===== src/pkg/branch_cmp_ext_regs.vh =====
// register map, field positions and op codes of the branch, compare and extract unit
// assumes an apb slave with 32-bit data; every register is one aligned word
`ifndef BRANCH_CMP_EXT_REGS_VH
`define BRANCH_CMP_EXT_REGS_VH

// byte addresses
`define OFS_EXEC 8'h00
`define OFS_IMM 8'h04
`define OFS_OPA 8'h08
`define OFS_OPB 8'h0C
`define OFS_PREFIX_K 8'h10
`define OFS_PC 8'h14
`define OFS_RESULT 8'h20
`define OFS_LINK 8'h24
`define OFS_STATUS 8'h2C

// exec register fields
`define EXEC_OP_HI 3
`define EXEC_OP_LO 0
`define EXEC_PREFIXED 4
`define EXEC_NEXT_IS_PREFIX 5

// status register fields
`define ST_FLAGS_HI 3
`define ST_OPA_WRITTEN 4
`define ST_ZERO_WRITTEN 5
`define ST_LINK_WRITTEN 6
`define ST_DELAY_PENDING 7
`define ST_SKIPPED 8

// operation codes
`define OP_STEP 4'h0
`define OP_REL_BRANCH 4'h1
`define OP_REL_SUB_BRANCH 4'h2
`define OP_REG_SUB_BRANCH 4'h3
`define OP_REG_COMPARE 4'h4
`define OP_IMM_COMPARE 4'h5
`define OP_HW_EXTRACT_DYN 4'h6
`define OP_HW_EXTRACT_STAT 4'h7
`define OP_BYTE_EXTRACT_DYN 4'h8
`define OP_BYTE_EXTRACT_STAT 4'h9
`define OP_HW_REPLICATE 4'hA
`define OP_BYTE_REPLICATE 4'hB
`define OP_SKIP_ON_ONE 4'hC

// reset values and pc steps in bytes
`define RST_WORD 32'h00000000
`define PC_STEP_ONE 32'h00000002
`define PC_STEP_SKIP 32'h00000004
`define PC_STEP_SKIP_PREFIX 32'h00000006
`define LINK_AHEAD 32'h00000004

`endif


===== src/hdl/branch_cmp_ext.v =====
// execution unit for branches, compares, extracts, fills and bit skip
// assumes an apb master on ref_clk; operands are loaded by software before each exec write
//
// The register addresses and the APB interface to the registers were left to the implementer.
`timescale 1ns/1ps
`include "branch_cmp_ext_regs.vh"

module branch_cmp_ext #(
   parameter ADDR_W = 8
) (
   input wire ref_clk, // 200 MHz clock
   input wire nrst, // asynchronous reset, active low
   input wire psel, // apb select
   input wire penable, // apb access phase
   input wire pwrite, // apb direction, high for write
   input wire [ADDR_W-1:0] paddr, // apb byte address
   input wire [31:0] pwdata, // apb write data
   output reg [31:0] prdata, // apb read data, captured in the setup cycle
   output wire pready, // apb ready, always high
   output wire pslverr // apb error on unmapped address
);

   // software-loaded operands and instruction fields
   reg [31:0] opa_q;
   reg [31:0] opb_q;
   reg [10:0] imm_q;
   reg [10:0] prefix_k_q;
   // architectural state
   reg [31:0] pc_q;
   reg [31:0] pc_d;
   reg [31:0] target_q;
   reg [31:0] target_d;
   reg delay_q;
   reg delay_d;
   reg [31:0] result_q;
   reg [31:0] result_d;
   reg [31:0] link_q;
   reg [31:0] link_d;
   reg [3:0] flags_q; // {n, v, z, c}
   reg [3:0] flags_d;
   reg opa_wr_q;
   reg opa_wr_d;
   reg zero_wr_q;
   reg zero_wr_d;
   reg link_wr_q;
   reg link_wr_d;
   reg skipped_q;
   reg skipped_d;

   // bus decode
   wire access = psel & penable;
   wire wr_en = access & pwrite;
   reg addr_hit;
   wire exec_go = wr_en & (paddr == `OFS_EXEC);
   wire [3:0] op = pwdata[`EXEC_OP_HI:`EXEC_OP_LO];
   wire prefixed = pwdata[`EXEC_PREFIXED];
   wire next_is_prefix = pwdata[`EXEC_NEXT_IS_PREFIX];

   // zero wait states: every register is a flop, so the answer is ready at once
   assign pready = 1'b1;
   assign pslverr = access & ~addr_hit;

   // subtract datapath shared by both compares
   wire [31:0] sub_b;
   wire [32:0] sub_full;
   wire [31:0] sub_r;
   wire [31:0] imm_k_const;
   wire [31:0] imm_small;
   assign imm_k_const = {16'h0000, prefix_k_q, imm_q[4:0]};
   assign imm_small = {27'h0000000, imm_q[4:0]};
   assign sub_b = (op == `OP_REG_COMPARE) ? opb_q : (prefixed ? imm_k_const : imm_small);
   assign sub_full = {1'b0, opa_q} - {1'b0, sub_b};
   assign sub_r = sub_full[31:0];

   // branch offset in bytes: signed halfword count plus one, doubled
   wire [31:0] offs_sext;
   wire [31:0] rel_target;
   assign offs_sext = {{21{imm_q[10]}}, imm_q};
   assign rel_target = pc_q + ((offs_sext + 32'h00000001) << 1);

   // byte lanes for the two byte extracts, one mux each
   wire [7:0] byte_dyn;
   wire [7:0] byte_stat;
   byte_lane_pick #(.LANE_W(8)) i_pick_dyn (
      .word(opa_q), // source operand
      .sel(opb_q[1:0]), // lane from the second operand
      .lane(byte_dyn) // picked byte
   );
   byte_lane_pick #(.LANE_W(8)) i_pick_stat (
      .word(opa_q), // source operand
      .sel(imm_q[1:0]), // lane from the select field
      .lane(byte_stat) // picked byte
   );

   // address decode for the error answer
   always @* begin
      case (paddr)
         `OFS_EXEC, `OFS_IMM, `OFS_OPA, `OFS_OPB, `OFS_PREFIX_K, `OFS_PC,
         `OFS_RESULT, `OFS_LINK, `OFS_STATUS: addr_hit = 1'b1;
         default: addr_hit = 1'b0;
      endcase
   end

   // execute one instruction on a write to the exec register
   always @* begin
      pc_d = pc_q;
      target_d = target_q;
      delay_d = delay_q;
      result_d = result_q;
      link_d = link_q;
      flags_d = flags_q;
      opa_wr_d = opa_wr_q;
      zero_wr_d = zero_wr_q;
      link_wr_d = link_wr_q;
      skipped_d = skipped_q;
      if (exec_go) begin
         opa_wr_d = 1'b0;
         zero_wr_d = 1'b0;
         link_wr_d = 1'b0;
         skipped_d = 1'b0;
         pc_d = pc_q + `PC_STEP_ONE;
         case (op)
            `OP_REL_BRANCH: begin
               target_d = rel_target;
            end
            `OP_REL_SUB_BRANCH: begin
               target_d = rel_target;
               link_d = (pc_q + `LINK_AHEAD) >> 1;
               link_wr_d = 1'b1;
            end
            `OP_REG_SUB_BRANCH: begin
               target_d = opa_q << 1;
               link_d = (pc_q + `LINK_AHEAD) >> 1;
               link_wr_d = 1'b1;
            end
            `OP_REG_COMPARE, `OP_IMM_COMPARE: begin
               // difference is dropped; only the flags change
               flags_d[3] = sub_r[31];
               flags_d[2] = (opa_q[31] ^ sub_b[31]) & (sub_r[31] ^ opa_q[31]);
               flags_d[1] = (sub_r == 32'h00000000);
               flags_d[0] = sub_full[32];
            end
            `OP_HW_EXTRACT_DYN: begin
               result_d = {16'h0000, opb_q[1] ? opa_q[31:16] : opa_q[15:0]};
               opa_wr_d = 1'b1;
            end
            `OP_HW_EXTRACT_STAT: begin
               result_d = {16'h0000, imm_q[0] ? opa_q[31:16] : opa_q[15:0]};
               opa_wr_d = 1'b1;
            end
            `OP_BYTE_EXTRACT_DYN: begin
               result_d = {24'h000000, byte_dyn};
               opa_wr_d = 1'b1;
            end
            `OP_BYTE_EXTRACT_STAT: begin
               result_d = {24'h000000, byte_stat};
               opa_wr_d = 1'b1;
            end
            `OP_HW_REPLICATE: begin
               // the register file is outside, so only the destination is flagged
               result_d = {opa_q[15:0], opa_q[15:0]};
               zero_wr_d = 1'b1;
            end
            `OP_BYTE_REPLICATE: begin
               result_d = {4{opa_q[7:0]}};
               zero_wr_d = 1'b1;
            end
            `OP_SKIP_ON_ONE: begin
               if (opa_q[imm_q[4:0]]) begin
                  // a prefix and its instruction are skipped as one unit
                  pc_d = next_is_prefix ? pc_q + `PC_STEP_SKIP_PREFIX : pc_q + `PC_STEP_SKIP;
                  skipped_d = 1'b1;
               end
            end
            default: begin
               // any other instruction just steps; it may be a delay slot
            end
         endcase
         // the instruction after a branch runs first, then the target is taken
         if (delay_q) begin
            pc_d = target_q;
            delay_d = 1'b0;
         end else if (op == `OP_REL_BRANCH || op == `OP_REL_SUB_BRANCH || op == `OP_REG_SUB_BRANCH) begin
            delay_d = 1'b1;
         end
      end else if (wr_en && paddr == `OFS_PC) begin
         // a software pc load abandons any pending branch
         pc_d = pwdata;
         delay_d = 1'b0;
      end
   end

   // state and operand registers
   always @(posedge ref_clk or negedge nrst) begin
      if (!nrst) begin
         opa_q <= `RST_WORD;
         opb_q <= `RST_WORD;
         imm_q <= 11'h000;
         prefix_k_q <= 11'h000;
         pc_q <= `RST_WORD;
         target_q <= `RST_WORD;
         delay_q <= 1'b0;
         result_q <= `RST_WORD;
         link_q <= `RST_WORD;
         flags_q <= 4'h0;
         opa_wr_q <= 1'b0;
         zero_wr_q <= 1'b0;
         link_wr_q <= 1'b0;
         skipped_q <= 1'b0;
      end else begin
         if (wr_en && paddr == `OFS_OPA) begin
            opa_q <= pwdata;
         end
         if (wr_en && paddr == `OFS_OPB) begin
            opb_q <= pwdata;
         end
         if (wr_en && paddr == `OFS_IMM) begin
            imm_q <= pwdata[10:0];
         end
         if (wr_en && paddr == `OFS_PREFIX_K) begin
            prefix_k_q <= pwdata[10:0];
         end
         pc_q <= pc_d;
         target_q <= target_d;
         delay_q <= delay_d;
         result_q <= result_d;
         link_q <= link_d;
         flags_q <= flags_d;
         opa_wr_q <= opa_wr_d;
         zero_wr_q <= zero_wr_d;
         link_wr_q <= link_wr_d;
         skipped_q <= skipped_d;
      end
   end

   // read mux; every source is a flop, unmapped and exec reads give zero
   reg [31:0] rd_mux;
   always @* begin
      case (paddr)
         `OFS_IMM: rd_mux = {21'h00000, imm_q};
         `OFS_OPA: rd_mux = opa_q;
         `OFS_OPB: rd_mux = opb_q;
         `OFS_PREFIX_K: rd_mux = {21'h00000, prefix_k_q};
         `OFS_PC: rd_mux = pc_q;
         `OFS_RESULT: rd_mux = result_q;
         `OFS_LINK: rd_mux = link_q;
         `OFS_STATUS: rd_mux = {23'h00000, skipped_q, delay_q, link_wr_q, zero_wr_q, opa_wr_q, flags_q};
         default: rd_mux = 32'h00000000;
      endcase
   end

   // read data captured in the setup cycle so prdata comes from a flop
   // no write can land between setup and access of one read, so it stays current
   always @(posedge ref_clk or negedge nrst) begin
      if (!nrst) begin
         prdata <= `RST_WORD;
      end else if (psel && !penable) begin
         prdata <= rd_mux;
      end
   end

endmodule

// one lane out of a four-lane word, lane 3 the most significant
// kept as its own block so both byte extracts share one mux shape
module byte_lane_pick #(
   parameter LANE_W = 8
) (
   input wire [4*LANE_W-1:0] word, // word to pick from
   input wire [1:0] sel, // lane index
   output reg [LANE_W-1:0] lane // picked lane
);

   // plain four-way mux; lane 0 sits in the low bits
   always @* begin
      case (sel)
         2'b00: lane = word[LANE_W-1:0];
         2'b01: lane = word[2*LANE_W-1:LANE_W];
         2'b10: lane = word[3*LANE_W-1:2*LANE_W];
         default: lane = word[4*LANE_W-1:3*LANE_W];
      endcase
   end

endmodule


===== config.mk =====
export PLATFORM = sky130hd
export DESIGN_NAME = branch_cmp_ext
export DESIGN_NICKNAME = d
export VERILOG_FILES = /design/src/hdl/branch_cmp_ext.v
export VERILOG_INCLUDE_DIRS = /design/src /design/src/pkg
export SDC_FILE = /design/constraint.sdc
export NUM_CORES = 1
export LEC_CHECK = 0
export BUFFER_PORTS_ARGS = -buffer_cell sky130_fd_sc_hd__buf_2
export CAP_MARGIN = 40
export CORE_ASPECT_RATIO = 0.9
export CORE_UTILIZATION = 63
export DETAILED_ROUTE_END_ITERATION = 6
export PLACE_DENSITY_LB_ADDON = 0.12
export SYNTH_ARGS = -nofsm -noshare
export SYNTH_HDL_FRONTEND = slang
export SYNTH_HIERARCHICAL = 1
export SYNTH_SLANG_ARGS = --single-unit

===== constraint.sdc =====
create_clock -name ref_clk -period 4.4 [get_ports ref_clk]
set_input_delay 0.44 -clock ref_clk [delete_from_list [all_inputs] [get_ports ref_clk]]
set_output_delay 0.44 -clock ref_clk [all_outputs]
set_load 0.02 [all_outputs]

## Yosys cells after proc, flatten, opt, wreduce, memory -nomap -nowiden

Index checks and enable logic that the tools add are counted.

- Flip-flop bits (word level): 254
- Input port bits: 45
- Output and inout port bits: 34
- Logic and storage cells: 107

- Add/subtract/negate cells: 6
- Order comparisons: 1
- Equal/unequal tests: 24
- Mux-type cells: 27
- Bitwise gates (word level): 8
- Reduce and logical (&&, ||, !) cells: 26

Operator list:

| kind | count |
|---|---|
| $pmux W32 S8 | 1 |
| $mux W32 | 7 |
| $pmux W32 S6 | 1 |
| $add A32 B3 Y32 const B | 2 |
| $pmux W32 S2 | 1 |
| $mux W16 | 3 |
| $pmux W8 S3 | 2 |
| $sub A32 B32 Y33 | 1 |
| $add A32 B2 Y32 const B | 1 |
| $add A32 B32 Y32 | 1 |
| $logic_not A32 Y1 | 1 |
| $eq A8 B6 Y1 const B | 3 |
| $eq A4 B4 Y1 const B | 5 |
| $eq A4 B3 Y1 const B | 4 |
| $eq A8 B4 Y1 const B | 2 |
| $eq A8 B5 Y1 const B | 2 |
| $add A11 B2 Y12 const B | 1 |
| $mux W1 | 11 |
| $reduce_or A9 Y1 | 1 |
| $eq A4 B2 Y1 const B | 2 |
| $eq A8 B3 Y1 const B | 1 |
| $logic_not A8 Y1 | 1 |
| $reduce_and A2 Y1 | 4 |
| $reduce_or A2 Y1 | 4 |
| other kinds (15) | 30 |

## Logic depth before layout (Yosys ltp)

- Depth in word-level cells: 6
- Depth in mapped cells: 19
- Depth with buffers taken out: 17

## By module

The synthesis kept the hierarchy.

Modules (own cells, without submodules):

| module | instances | cells an instance | area an instance (um^2) | sequential area each (um^2) |
|---|---|---|---|---|
| branch_cmp_ext | 1 | 1,948 | 17,102.7 | 6,356.1 |
| byte_lane_pick | 2 | 10 | 196.4 | 0.0 |

## Worst setup path after synthesis

Ideal clock, no wire load.

- Path kind: input to register
- Start point: input pwdata[1]
- End point: register flags_q[1]
- Library setup time: 0.095 ns
- Arrival: 4.149 ns
- Required time: 4.305 ns
- Setup slack: 0.155 ns
- Stages: 18
- Cell sequence: clkbuf_1 > clkbuf_1 > nor3_1 > clkbuf_1 > nand2_1 > o21ai_0 > ha_1 > inv_1 > fa_1 > a211oi_1 > o211ai_1 > a21oi_1 > o211ai_1 > a31oi_1 > o21ai_0 > a211o_1 > a2111o_1 > o31ai_1

- Longest elaborated chain between the ends: 4

Ends and longest elaborated chain:

| element | line | source |
|---|---|---|
| from (decl) | branch_cmp_ext.v:17 | `input wire [31:0] pwdata,` |
| $eq A4 B3 Y1 | branch_cmp_ext.v:122 | `case (op)` |
| $mux W32 | branch_cmp_ext.v:71 | `` assign sub_b = (op == `OP_REG_COMPARE) ? opb_q : (prefixed ? imm_k_const : imm_small); `` |
| $sub A32 B32 Y33 | branch_cmp_ext.v:72 | `assign sub_full = {1'b0, opa_q} - {1'b0, sub_b};` |
| $logic_not A32 Y1 | branch_cmp_ext.v:140 | `flags_d[1] = (sub_r == 32'h00000000);` |
| to (signal assigned) | branch_cmp_ext.v:228 | `flags_q <= flags_d;` |
| to (decl) | branch_cmp_ext.v:39 | `reg [3:0] flags_q;` |

Several ways; a longest one is shown, not always the timed one.
A chain may end at the register's enable or synchronous reset.

## Worst setup path after layout

- Start point: register imm_q[0]
- End point: register pc_q[27]

- Longest elaborated chain between the ends: 6

Ends and longest elaborated chain:

| element | line | source |
|---|---|---|
| from (decl) | branch_cmp_ext.v:26 | `reg [10:0] imm_q;` |
| from (signal assigned) | branch_cmp_ext.v:218 | `imm_q <= pwdata[10:0];` |
| $bmux W1 S5 | branch_cmp_ext.v:169 | `if (opa_q[imm_q[4:0]]) begin` |
| $mux W1 (not written as such) | branch_cmp_ext.v:169 |  |
| $mux W32 | branch_cmp_ext.v:169 |  |
| $mux W32 | branch_cmp_ext.v:122 |  |
| $mux W32 | branch_cmp_ext.v:180 | `if (delay_q) begin` |
| $mux W32 | branch_cmp_ext.v:116 | `if (exec_go) begin` |
| to (signal assigned) | branch_cmp_ext.v:200 | `` pc_q <= `RST_WORD; `` |
| to (signal assigned) | branch_cmp_ext.v:223 | `pc_q <= pc_d;` |
| to (decl) | branch_cmp_ext.v:29 | `reg [31:0] pc_q;` |

No other way between the ends. The select of a mux whose other input is x is not followed.

==> impl_metrics.env <==
export IMPL_outcome="finished, violations left"
export IMPL_violations="design-rule violations"
export IMPL_hpwl_mm=49.26
export IMPL_globalRouteOverflowTotal=0
export IMPL_cts_tree="done"
export IMPL_postCtsSetupRepairBufs=0
export IMPL_final_setup_tns_ps=0
export IMPL_yosysSeqAreaShare=0.3633
export IMPL_clk_insertion_delay_late_ps=570
export IMPL_ir_drop_v=0.0003204
export IMPL_rsz0062_at_grt="false"
export IMPL_cts_sinks=254
export IMPL_ios=79
export IMPL_finalCritPeriodShare=0.9684
export IMPL_start_util=0.6439
export IMPL_worstHoldPathType="input port to asynchronous set/reset pin"
export IMPL_synth_main_ff_cell="dfrtp_1"
export IMPL_clk_pin_slew_ps=60
export IMPL_cp_start_kind="flop"
export IMPL_ys_ff_latch=254
export IMPL_synth_adder_area_share=0.05092
export IMPL_maxSlewViolCount=0
export IMPL_io_buffers=77
export IMPL_dr_pass1_iters=7
export IMPL_core_sq_um=27170
export IMPL_die_w_microns=177.7
export IMPL_critPathMaxStageDelay_ps=610
export IMPL_synth_cells=1968
export IMPL_arrival_ps=4730
export IMPL_route_detailed_drc=26
export IMPL_grt_pass1_wl_mm=100.8
export IMPL_cts_resized_gates=0
export IMPL_die_h_microns=160.1
export IMPL_synthMuxAreaShare=0.1247
export IMPL_max_freq_ghz=0.2347
export IMPL_synth_top_family_by_area="compound AO/OA/AOI/OAI gates"
export IMPL_dieArea_sq_um=28440
export IMPL_synth_fp_nets=2083
export IMPL_num_vias=17250
export IMPL_synth_simple_area_share=0.1745
export IMPL_cellPowerDensity_nw_per_um2=281.9
export IMPL_leakagePower_nw=8.776
export IMPL_synth_xor_area_frac=0.05199
export IMPL_via_per_inst=7.165
export IMPL_final_area_sq_um=19460
export IMPL_maxCapViolations=0
export IMPL_cts_max_level=1
export IMPL_synthArstFlopShare=1.000
export IMPL_antenna_found_initial=7
export IMPL_grt_usage=0.4778
export IMPL_end_kind="flop"
export IMPL_postRouteAntennaNets=0
export IMPL_fp_row_count=57
export IMPL_crit_family="multiplexers"
export IMPL_drtIter0Drc=3205
export IMPL_fin_cells=2408
export IMPL_routed_wl_mm=67.67
export IMPL_cts_buffer_depth=3
export IMPL_synth_edf_count=0
export IMPL_yosysUniqueCellTypes=76
export IMPL_synth_compound_area_share=0.1960
export IMPL_dp_cells=2358
export IMPL_cp_slowest_cell="mux4_2"
export IMPL_cp_cell_sequence="buf_4, mux4_2, mux4_2, mux2_2, and2_4, mux2i_1, or3_1, nor2_2, nand2_1, xor2_1, a211oi_1"
export IMPL_nFillCells=2082
export IMPL_path_buf_inv=1
export IMPL_cts_root_buf="clkbuf_16"
export IMPL_grt_pass1_vias=16240
export IMPL_cts_buffers=27
export IMPL_synthToLayoutAreaGrowth_pct=11.21
export IMPL_crit_type="flop to flop"
export IMPL_setup_violations=0
export IMPL_synth_area_per_cell_sq_um=8.890
export IMPL_worst_pin_slew_ps=990.7
export IMPL_multiInputGateArea_sq_um=10510
export IMPL_final_nets=2148
export IMPL_slew_headroom=0.3371
export IMPL_crit_top_cell="mux4_2"
export IMPL_finalHoldViolCount=0
export IMPL_place_congestion=1.029
export IMPL_crit_required_ps=4870
export IMPL_cp_max_fo=18
export IMPL_grt_max_degree=128
export IMPL_fin_crit_ps=4261
export IMPL_seq_area_sq_um=6356
export IMPL_syn_cell_area_sq_um=17500
export IMPL_drive_gt1_frac=0.1783
export IMPL_cts_hold_fix_buffers=0
export IMPL_whs_ps=19.06
export IMPL_fin_skew_ps=13.56
export IMPL_dpl_cell_area_sq_um=18550
export IMPL_wl_per_cell_microns=28.10
export IMPL_ys_warn_count=6
[cell families (layout without fill, tap and decap cells)]
group / Yosys count / in the layout
AO/OA/AOI/OAI: 543 / 543
XOR/XNOR: 103 / 103
adder cells (fa/ha/maj): 70 / 70
buffers and inverters: 163 / 248
flip-flops: 254 / 254
multiplexers: 174 / 174
other: 1 / 2
AND/OR/NAND/NOR: 660 / 660
[per-layer routing]
layer	track usage	routed length (microns)	up-vias	share of wire
met1	0.6514	25360	8148	0.37
met4	0.2514	4578	12	0.068
met2	0.6532	26920	1429	0.40
met3	0.1826	10710	331	0.16
li1	-	-	7334	-
met5	0	103	-	0.0015
[area by class of cell]
class,instances,area share
clock buffer,34,0.03865
sequential,254,0.3267
multi-input combinational,1551,0.5400
tap,354,0.02276
inverter,28,0.005402
timing repair buffer,171,0.05852
antenna,1,0.0001286
clock inverter,15,0.007845
[where the power goes]
part	total [mW]	switching, mW	internal [mW]
Combinational	0.689	0.431	0.258
Sequential	2.42	0.0533	2.36
Clock	2.38	1.05	1.33
[cells in the mapped netlist (4+ instances only)]
| cell type | count | area share |
|---|---|---|
| nand2_1 | 328 | 0.070 |
| dfrtp_1 | 254 | 0.36 |
| o21ai_0 | 179 | 0.051 |
| a21oi_1 | 118 | 0.034 |
| clkbuf_1 | 106 | 0.023 |
| mux2_2 | 91 | 0.059 |
| nor2_1 | 88 | 0.019 |
| ha_1 | 68 | 0.049 |
| nand3_1 | 59 | 0.017 |
| mux2i_1 | 57 | 0.033 |
| xnor2_1 | 53 | 0.027 |
| xor2_1 | 49 | 0.025 |
| and3_1 | 34 | 0.012 |
| o22ai_1 | 34 | 0.012 |
| a221oi_1 | 33 | 0.017 |
| a211oi_1 | 28 | 0.012 |
| inv_1 | 28 | 0.0060 |
| nor3_1 | 28 | 0.0080 |
| mux4_2 | 26 | 0.033 |
| o31ai_1 | 26 | 0.011 |
| a222oi_1 | 22 | 0.013 |
| nand3b_1 | 18 | 0.0077 |
| nor2b_1 | 18 | 0.0064 |
| o211ai_1 | 18 | 0.0077 |
| a21o_1 | 17 | 0.0073 |
| a31oi_1 | 16 | 0.0057 |
| buf_1 | 15 | 0.0032 |
| nand2b_1 | 15 | 0.0054 |
| nand4_1 | 14 | 0.0050 |
| nor4_1 | 11 | 0.0039 |
| or3_1 | 10 | 0.0036 |
| and2_1 | 8 | 0.0029 |
| or2_2 | 7 | 0.0025 |
| and4_1 | 6 | 0.0030 |
| buf_6 | 6 | 0.0039 |
| nor3b_1 | 6 | 0.0026 |
| a211o_1 | 5 | 0.0025 |
| o21a_1 | 5 | 0.0021 |
| o21bai_1 | 5 | 0.0021 |
| a21boi_0 | 4 | 0.0017 |
| buf_2 | 4 | 0.0011 |
| o311ai_0 | 4 | 0.0020 |
[worst paths after layout]
| check | depth (start not counted) | endpoint | slack [ps] | startpoint |
|---|---|---|---|---|
| worst max-delay path | 11 | pc_q[27] | 140 | imm_q[0] |
| worst min-delay path | 1 | prdata[25] | 20 | nrst |
| worst max register to register | 11 | pc_q[27] | 140 | imm_q[0] |
| worst min register to register | 2 | prdata[14] | 470 | prdata[14] |
| max in group asynchronous | 2 | target_q[17] | 3460 | nrst |
| min in group ref_clk | 2 | opb_q[19] | 150 | pwdata[19] |
[registers in the layout (all words and copies together), names as in the netlist, 11 cells and up]
signal      count
imm_q          11
link_q         31
opa_q          32
opb_q          32
pc_q           32
prdata         32
prefix_k_q     11
result_q       32
target_q       32
[per-stage QoR]
| stage | setup WS [ps] | util | power [mW] |
|---|---|---|---|
| after CTS | 250.8 | 0.7158 | 5.443 |
| after global routing | 39.52 | 0.7160 | 5.605 |
| after detailed placement | 23.19 | 0.6826 | 3.117 |
| final | 139.1 | 0.7161 | 5.486 |
| after global placement | 182.3 | 0.6815 | 3.111 |
| after floorplan | 155.5 | - | 2.847 |
[cells in the final DEF (no fill, tap or decap), types with 53 or more instances in the layout]
cell	instances
nand2_1	327
dfrtp_1	254
o21ai_0	179
a21oi_1	117
mux2_2	91
buf_4	91
nor2_1	84
buf_2	76
ha_1	68
nand3_1	59
mux2i_1	57
xnor2_1	53
(Power assumes the default switching activity.)
